==> src/inc/icc_params.svh <==
`ifndef ICC_PARAMS_SVH
`define ICC_PARAMS_SVH
`define ICC_ADDR_CTRL 4'h0
`define ICC_ADDR_BUF 4'h1
`define ICC_ADDR_CNT 4'h2
`define ICC_BIT_IDLE 13
`define ICC_TSEL_HI 12
`define ICC_TSEL_LO 10
`define ICC_CPI_HI 6
`define ICC_CPI_LO 5
`define ICC_BIT_OV 4
`define ICC_BIT_BNE 3
`define ICC_MODE_HI 2
`define ICC_MODE_LO 0
`define ICC_WR_MASK 16'h3C67
`define ICC_CTRL_RST 16'h0000
`define ICC_PRE4 5'h04
`define ICC_PRE16 5'h10
`endif

==> src/inc/icc_pkg.sv <==
package icc_pkg;
    typedef enum logic [2:0] {
        ICC_OFF = 3'h0, ICC_EVERY = 3'h1, ICC_RSV2 = 3'h2, ICC_FALL = 3'h3,
        ICC_PRE4 = 3'h4, ICC_PRE16 = 3'h5, ICC_UNUSED = 3'h6, ICC_WAKE = 3'h7
    } icc_mode_t;
    typedef enum logic [2:0] {
        ICC_T3 = 3'h0, ICC_T2 = 3'h1, ICC_T4 = 3'h2, ICC_T5 = 3'h3,
        ICC_T1 = 3'h4, ICC_RS5 = 3'h5, ICC_RS6 = 3'h6, ICC_FP = 3'h7
    } icc_tsel_t;
endpackage : icc_pkg

==> src/hdl/icc_sync.sv <==
`timescale 1ns/10ps
module icc_sync (
    // clock and reset
    input wire logic clk,
    input wire logic arst_n,
    // level
    input wire logic din,
    output logic dout
);
    typedef struct packed {
        logic s1;
        logic s2;
    } icc_sync_t;
    icc_sync_t st_ff;
    icc_sync_t nxt_st;
    always_comb begin
        nxt_st.s1 = din;
        nxt_st.s2 = st_ff.s1;
    end
    always_ff @(posedge clk or negedge arst_n) begin
        if (!arst_n) begin
            st_ff <= '0;
        end else begin
            st_ff <= nxt_st;
        end
    end
    assign dout = st_ff.s2;
endmodule : icc_sync

==> src/hdl/icc_fifo.sv <==
`timescale 1ns/10ps
module icc_fifo #(
    parameter int WIDTH = 16,
    parameter int DEPTH = 4
) (
    // clock and reset
    input wire logic clk,
    input wire logic arst_n,
    // write side
    input wire logic push,
    input wire logic [WIDTH-1:0] wdata,
    // read side
    input wire logic pop,
    output logic [WIDTH-1:0] rdata,
    // status
    output logic nonempty,
    output logic full,
    // flush
    input wire logic flush
);
    localparam int AW = $clog2(DEPTH);
    typedef struct packed {
        logic [AW-1:0] wp;
        logic [AW-1:0] rp;
        logic [AW:0] cnt;
        logic [DEPTH-1:0][WIDTH-1:0] mem;
    } icc_fifo_t;
    icc_fifo_t st_ff;
    icc_fifo_t nxt_st;
    logic do_push;
    logic do_pop;
    always_comb begin
        nxt_st = st_ff;
        // a push into a full buffer is dropped; caller flags overflow
        do_push = push && (st_ff.cnt != (AW+1)'(DEPTH));
        do_pop = pop && (st_ff.cnt != '0);
        if (do_push) begin
            nxt_st.mem[st_ff.wp] = wdata;
            nxt_st.wp = st_ff.wp + 1'b1;
        end
        if (do_pop) begin
            nxt_st.rp = st_ff.rp + 1'b1;
        end
        if (do_push && !do_pop) begin
            nxt_st.cnt = st_ff.cnt + 1'b1;
        end else if (do_pop && !do_push) begin
            nxt_st.cnt = st_ff.cnt - 1'b1;
        end
        if (flush) begin
            nxt_st.wp = '0;
            nxt_st.rp = '0;
            nxt_st.cnt = '0;
        end
    end
    always_ff @(posedge clk or negedge arst_n) begin
        if (!arst_n) begin
            st_ff <= '0;
        end else begin
            st_ff <= nxt_st;
        end
    end
    assign rdata = st_ff.mem[st_ff.rp];
    assign nonempty = st_ff.cnt != '0;
    assign full = st_ff.cnt == (AW+1)'(DEPTH);
endmodule : icc_fifo

==> src/hdl/icc_top.sv <==
// Decided for this implementation: the register offsets and the plain strobed port.
`timescale 1ns/10ps
`include "icc_params.svh"
// Summary of operation
// idle halt bit stops channel in idle
// select 111 uses peripheral clock; 110/101 reserved
// select 100 uses timer one clock
// 011 t5, 010 t4, 001 t2, 000 t3
// interrupt every 2nd, 3rd, 4th capture
// count field ignored in modes 001, 111
// overflow flag set on buffer overflow
// nonempty bit shows unread captures
// mode 111: rising-edge wake interrupt only
// modes 110 and 000 disable channel
// prescale modes: every 4th/16th rise
// mode 011 captures every falling edge
// mode 001 captures both edges
// unimplemented bits ignore writes, read zero
// capture stores selected timebase count
// control fields reset to zero
module icc_top
    import icc_pkg::*;
#(
    parameter int CNT_W = 16,
    parameter int BUF_DEPTH = 4
) (
    // clock and reset
    input wire logic clk,
    input wire logic arst_n,
    // register port
    input wire logic [3:0] reg_addr,
    input wire logic [15:0] reg_wdata,
    input wire logic reg_wr,
    input wire logic reg_rd,
    output logic [15:0] reg_rdata,
    // capture pin and power state
    input wire logic capture_channel,
    input wire logic cpu_idle,
    input wire logic cpu_sleep,
    // timebase counts, same clock domain
    input wire logic [CNT_W-1:0] timer_one_count,
    input wire logic [CNT_W-1:0] timer_two_count,
    input wire logic [CNT_W-1:0] timer_three_count,
    input wire logic [CNT_W-1:0] timer_four_count,
    input wire logic [CNT_W-1:0] timer_five_count,
    // event outputs
    output logic capture_irq,
    output logic capture_event
);
    typedef struct packed {
        logic idle_halt_select;
        icc_tsel_t capture_timebase_select;
        logic [1:0] captures_per_irq;
        logic capture_overflow_flag;
        icc_mode_t capture_mode_select;
        logic pin_d;
        logic [4:0] pre_cnt;
        logic [1:0] irq_cnt;
        logic [CNT_W-1:0] fp_cnt;
        logic irq;
        logic evt;
        logic [15:0] rdata;
    } icc_state_t;

    icc_state_t st_ff;
    icc_state_t nxt_st;
    logic pin_s;
    logic rise;
    logic fall;
    logic active;
    logic edge_hit;
    logic take;
    logic [CNT_W-1:0] tb_val;
    logic fifo_pop;
    logic [CNT_W-1:0] fifo_rdata;
    logic fifo_ne;
    logic fifo_full;
    logic fifo_flush;
    logic [4:0] pre_lim;
    logic [1:0] irq_lim;
    logic [15:0] ctrl_rd;

    icc_sync u_sync (
        .clk(clk),
        .arst_n(arst_n),
        .din(capture_channel),
        .dout(pin_s)
    );

    icc_fifo #(
        .WIDTH(CNT_W),
        .DEPTH(BUF_DEPTH)
    ) u_fifo (
        .clk(clk),
        .arst_n(arst_n),
        .push(take),
        .wdata(tb_val),
        .pop(fifo_pop),
        .rdata(fifo_rdata),
        .nonempty(fifo_ne),
        .full(fifo_full),
        .flush(fifo_flush)
    );

    assign rise = pin_s && !st_ff.pin_d;
    assign fall = !pin_s && st_ff.pin_d;

    // timebase mux; reserved codes fall back to the peripheral count
    always_comb begin
        unique case (st_ff.capture_timebase_select)
            ICC_FP: tb_val = st_ff.fp_cnt;
            ICC_T1: tb_val = timer_one_count;
            ICC_T5: tb_val = timer_five_count;
            ICC_T4: tb_val = timer_four_count;
            ICC_T2: tb_val = timer_two_count;
            ICC_T3: tb_val = timer_three_count;
            default: tb_val = st_ff.fp_cnt;
        endcase
    end

    // channel runs unless halted by idle; the wake mode only in sleep/idle
    always_comb begin
        active = !(st_ff.idle_halt_select && cpu_idle);
        edge_hit = 1'b0;
        pre_lim = `ICC_PRE4;
        unique case (st_ff.capture_mode_select)
            ICC_EVERY: edge_hit = rise || fall;
            ICC_FALL: edge_hit = fall;
            ICC_PRE4: edge_hit = rise;
            ICC_PRE16: begin
                edge_hit = rise;
                pre_lim = `ICC_PRE16;
            end
            ICC_WAKE: begin
                // halt bit is not applicable here
                active = cpu_sleep || cpu_idle;
                edge_hit = rise;
            end
            default: edge_hit = 1'b0;
        endcase
    end

    assign irq_lim = st_ff.captures_per_irq;
    assign fifo_pop = reg_rd && (reg_addr == `ICC_ADDR_BUF) && fifo_ne;
    assign fifo_flush = st_ff.capture_mode_select == ICC_OFF;

    always_comb begin
        nxt_st = st_ff;
        take = 1'b0;
        nxt_st.pin_d = pin_s;
        nxt_st.irq = 1'b0;
        nxt_st.evt = 1'b0;
        nxt_st.fp_cnt = st_ff.fp_cnt + 1'b1;
        if (active && edge_hit) begin
            if (st_ff.capture_mode_select == ICC_WAKE) begin
                nxt_st.irq = 1'b1;
            end else if (st_ff.capture_mode_select == ICC_PRE4 ||
                         st_ff.capture_mode_select == ICC_PRE16) begin
                if (st_ff.pre_cnt == pre_lim - 5'h01) begin
                    nxt_st.pre_cnt = '0;
                    take = 1'b1;
                end else begin
                    nxt_st.pre_cnt = st_ff.pre_cnt + 5'h01;
                end
            end else begin
                take = 1'b1;
            end
        end
        if (take) begin
            nxt_st.evt = 1'b1;
            if (fifo_full) begin
                nxt_st.capture_overflow_flag = 1'b1;
            end
            if (st_ff.capture_mode_select == ICC_EVERY) begin
                nxt_st.irq = 1'b1;
            end else if (st_ff.irq_cnt >= irq_lim) begin
                nxt_st.irq_cnt = '0;
                nxt_st.irq = 1'b1;
            end else begin
                nxt_st.irq_cnt = st_ff.irq_cnt + 2'h1;
            end
        end
        if (reg_wr && reg_addr == `ICC_ADDR_CTRL) begin
            nxt_st.idle_halt_select = reg_wdata[`ICC_BIT_IDLE];
            nxt_st.capture_timebase_select =
                icc_tsel_t'(reg_wdata[`ICC_TSEL_HI:`ICC_TSEL_LO]);
            nxt_st.captures_per_irq = reg_wdata[`ICC_CPI_HI:`ICC_CPI_LO];
            nxt_st.capture_mode_select =
                icc_mode_t'(reg_wdata[`ICC_MODE_HI:`ICC_MODE_LO]);
            nxt_st.pre_cnt = '0;
            nxt_st.irq_cnt = '0;
        end
        // overflow clears only when the channel is switched off
        if (st_ff.capture_mode_select == ICC_OFF && !take) begin
            nxt_st.capture_overflow_flag = 1'b0;
        end
        nxt_st.rdata = 16'h0000;
        if (reg_rd) begin
            unique case (reg_addr)
                `ICC_ADDR_CTRL: nxt_st.rdata = ctrl_rd;
                `ICC_ADDR_BUF: nxt_st.rdata = 16'(fifo_rdata);
                `ICC_ADDR_CNT: nxt_st.rdata = 16'(st_ff.fp_cnt);
                default: nxt_st.rdata = 16'h0000;
            endcase
        end
    end

    always_comb begin
        ctrl_rd = 16'h0000;
        ctrl_rd[`ICC_BIT_IDLE] = st_ff.idle_halt_select;
        ctrl_rd[`ICC_TSEL_HI:`ICC_TSEL_LO] = st_ff.capture_timebase_select;
        ctrl_rd[`ICC_CPI_HI:`ICC_CPI_LO] = st_ff.captures_per_irq;
        ctrl_rd[`ICC_BIT_OV] = st_ff.capture_overflow_flag;
        ctrl_rd[`ICC_BIT_BNE] = fifo_ne;
        ctrl_rd[`ICC_MODE_HI:`ICC_MODE_LO] = st_ff.capture_mode_select;
        ctrl_rd = ctrl_rd & (`ICC_WR_MASK | 16'h0018);
    end

    always_ff @(posedge clk or negedge arst_n) begin
        if (!arst_n) begin
            st_ff <= '0;
        end else begin
            st_ff <= nxt_st;
        end
    end

    assign reg_rdata = st_ff.rdata;
    assign capture_irq = st_ff.irq;
    assign capture_event = st_ff.evt;
endmodule : icc_top

==> config.mk <==
export PLATFORM = sky130hd
export DESIGN_NAME = icc_top
export DESIGN_NICKNAME = d
export VERILOG_FILES = /design/src/inc/icc_pkg.sv /design/src/hdl/icc_sync.sv /design/src/hdl/icc_fifo.sv /design/src/hdl/icc_top.sv
export VERILOG_INCLUDE_DIRS = /design/src /design/src/inc
export SDC_FILE = /design/constraint.sdc
export NUM_CORES = 1
export LEC_CHECK = 0
export BUFFER_PORTS_ARGS = -buffer_cell sky130_fd_sc_hd__buf_2
export CAP_MARGIN = 20
export CORE_UTILIZATION = 35
export CTS_BUF_LIST = sky130_fd_sc_hd__clkbuf_8
export CTS_CLUSTER_SIZE = 16
export DETAILED_ROUTE_END_ITERATION = 10
export PLACE_DENSITY = 0.52
export SLEW_MARGIN = 0
export SYNTH_ARGS = -nofsm -noshare
export SYNTH_HDL_FRONTEND = slang
export SYNTH_HIERARCHICAL = 1
export SYNTH_SLANG_ARGS = --single-unit
==> constraint.sdc <==
create_clock -name clk -period 9.05 [get_ports clk]
set_input_delay 1.81 -clock clk [delete_from_list [all_inputs] [get_ports clk]]
set_output_delay 1.81 -clock clk [all_outputs]
set_load 0.005 [all_outputs]
==> results by group <==
Power
  • Cell Int Power: 0.00111 W
  • Leak: 3.83 nW
  • Combinational Power Share: 0.248
  • Switch Pwr: roughly 0.00048 W
  • PD cells: 200 mW/mm^2
  • Clk pwr share: 0.319
  • Reg power frac: 0.432
  • Switching Share: 0.300
  • Max IR drop VDD: 0.109 mV

Global routing
  • Grt total ovfl: 0
  • Met2 GRT Util: 0.310
  • All-Layer GR Usage: 0.184
  • Pin count of the biggest net entering global routing: 79
  • Global-route wire length before repair: 27.9 mm
  • Vias in the first global route: 4998
  • Initial antenna violation count: 0
  • M3 GR Usage: 0.0454
  • Most Crowded Layer GR: met2
  • Met1 global-route usage: 0.238

Worst setup path
  • Cell mode on critical path: and3_1
  • Critical Path End Type: flop
  • CP required: 9.42 ns
  • Crit path launch type: input port
  • CP cell instances: buf_2 > nor4b_2 > buf_4 > and3_1 > o21ai_0 > and3_1 > fa_1 > a21bo_2 > a311oi_1 > o311a_1
  • Kind of critical path: in2reg
  • CP Max Fanout: 17
  • Crit path largest cell delay: 0.43 ns
  • CP arrival: 4.38 ns
  • CP max stage cell: fa_1

Flow run
  • Max-cap violations: 0

STA
  • Max-slew violations: 0
  • Final hold vios: 0
  • Setup ws final: 5.04 ns
  • Peak Freq: 250 MHz
  • Least-Margin Pin Slew: a little under 1 ns
  • RSZ-0062 raised after global routing: no
  • Final period util: 0.443
  • Clk_skew: 0.00848 ns
  • Worst hold margin: about 0.38 ns
  • Slew HR: 0.341
  • Minimum clock period: 4.01 ns
  • Setup TNS: 0 ns
  • Setup violators final: 0

Final layout
  • Final standard cell area without fillers: around 0.008 sq mm
  • Area delta synth->final: 15.8%
  • Sequential cell area: between 0.003 and 0.004 sq mm
  • Final net count: 755
  • FILL cells: 1808
  • Final core utilization: 0.420
  • Multi-input logic area: 0.00335 sq mm
  • Ant. Diodes: 0
  • Layout cells sized above 1: 0.414

Die
  • Die ar.: 0.0202 sq mm
  • Die Ht: 142 um
  • Placeable Area: 0.0190 sq mm
  • Std cell rows: 50
  • IO Count: approximately 130
  • Die width: approximately 140 um
  • Initial Util: 0.362

Placement
  • Area after DPL: 0.00750 sq mm
  • Routability cong.: 0.769
  • PortBufs: 117
  • Post-DP HPWL: 12.3 mm
  • DP Worst Slack: between 4 and 5 ns

Clock tree
  • Sink Count: around 130
  • Worst-path clk slew: 0.08 ns
  • TritonCTS clock tree: done
  • Inserted Clock Buffers: 17
  • Hold-fix buffers, CTS: 0
  • CTS root buf: clkbuf_8
  • Post-CTS Setup Bufs: 0
  • Max H-tree Level: 4
  • Clock tree buffer depth: 2
  • Worst-Skew Late Latency: 0.43 ns
  • CTS resizes: 0

Synth
  • Syn_area_per_cell: ~13 sq um
  • Number of flops mapped to enable cells by yosys: 0
  • Synth cell types: 65
  • Top post-synthesis cells by area: dfrtp_1, mux4_2, mux2_4
  • Top cell type's share of synthesized area: 0.455
  • Syn Nets: ~660
  • Synthesized area: 0.00687 sq mm
  • Top-count cell post-synth: dfrtp_1
  • Syn Inst Count: 540
  • Register area share after synthesis: 0.455
  • Synth Warn #: 6
  • Synthesized flop and latch total: 125
  • Ys async rst share: 1.00
  • Main synth FF type: dfrtp_1
  • Most frequent cells after synthesis: dfrtp_1, nor2_1, mux2_4
  • Area leader, netlist: dfrtp_1

Routing
  • Vias: 4664
  • Starting DRT DRC Count: 258
  • DRT Wirelength: between 15 and 20 mm
  • Drt wl/cell: 18.8 um
  • Drt drc: 0
  • Final ANT Viol Nets: 0
  • Pre-Repair DR Iteration Count: 6
  • DR vias/cell: 5.13

Run status
  • Status: complete, no violations

Hold path
  • Hold Path Class: reg2reg
-- cell usage in the layout (no fill, tap or decap), types with 8 or more instances in the layout --
cell type / Yosys / routed
dfrtp_1: 125 / 125
buf_2: 9 / 117
nor2_1: 44 / 44
mux2_4: 40 / 40
nand2_1: 34 / 34
mux4_2: 32 / 32
a21oi_1: 26 / 26
mux2_2: 25 / 25
mux2i_1: 20 / 20
clkbuf_8: 0 / 18
inv_1: 14 / 14
nand3_1: 13 / 13
xnor2_1: 11 / 11
a222oi_1: 11 / 11
ha_1: 10 / 10
buf_4: 18 / 8
-- through the flow --
stage	instances	power, W
6_report	910	0.00159
5_1_grt	910	0.00168
4_1_cts	907	0.00161
3_5_place_dp	875	0.00109
3_3_place_gp	875	0.00107
2_1_floorplan	540	0.000979
-- per-layer routing --
| metal | part of all wire | up-vias |
|---|---|---|
| li1 | - | 2158 |
| met1 | 0.45 | 2375 |
| met2 | 0.50 | 123 |
| met3 | 0.047 | 8 |
| met4 | 0.0052 | 0 |
| met5 | 0 | - |
-- final timing paths --
path / startpoint / end / slack, ns / cells past startpoint
max: reg_addr[1] / u_fifo/st_ff[66]$_DFFE_PN0P_ / 5.04 / 10
min: u_sync/nxt_st[0]$_DFF_PN0_ / u_sync/dout$_DFF_PN0_ / 0.38 / 0
max reg2reg: st_ff[41]$_DFF_PN0_ / u_fifo/st_ff[66]$_DFFE_PN0P_ / 5.66 / 11
min reg2reg: u_sync/nxt_st[0]$_DFF_PN0_ / u_sync/dout$_DFF_PN0_ / 0.38 / 0
max in group asynchronous: arst_n / u_fifo/st_ff[29]$_DFFE_PN0P_ / 6.48 / 3
min in group asynchronous: arst_n / st_ff[36]$_DFFE_PN0P_ / 1.38 / 1
-- state kept, by name (all words and copies together), names as in the netlist --
name	flops
capture_event	1
irq_lim	2
capture_irq	1
ctrl_rd	8
st_ff	24
u_sync/nxt_st	1
u_fifo/st_ff	71
u_sync/dout	1
reg_rdata	16
-- area by class of cell --
type | instances | share of cell area
multi-input combinational | 352 | 0.421
clock inverter | 14 | 0.0214
timing repair buffer | 127 | 0.0855
inverter | 14 | 0.00660
clock buffer | 18 | 0.0311
sequential | 125 | 0.393
tap | 260 | 0.0409
-- worst max-delay path, delay by kind of cell --
family | cells | cell delay, ns
AO/OA/AOI/OAI | 4 | 0.82
AND/OR/NAND/NOR | 3 | 0.89
buffers and inverters | 2 | 0.42
adder cells (fa/ha/maj) | 1 | 0.43
-- kinds of logic after synthesis --
family	count (synthesis)	synth area share
flops	125	0.455
simple gates	137	0.107
xor+xnor	16	0.0204
buf+inv	63	0.0576
compound gates	71	0.0756
fa+ha+maj	11	0.0211
mux	117	0.262
-- power groups by stage --
stage | registers (W) | logic [W] | clock network, W
6_report | 0.000688 | 0.000395 | 0.000508
3_5_place_dp | 0.000698 | 0.000394 | 0
2_1_floorplan | 0.000662 | 0.000317 | 0
5_1_grt | 0.000699 | 0.000435 | 0.000549
3_3_place_gp | 0.000693 | 0.000379 | 0
4_1_cts | 0.000687 | 0.000395 | 0.000527
No activity file was read; power rests on OpenSTA's default activity.
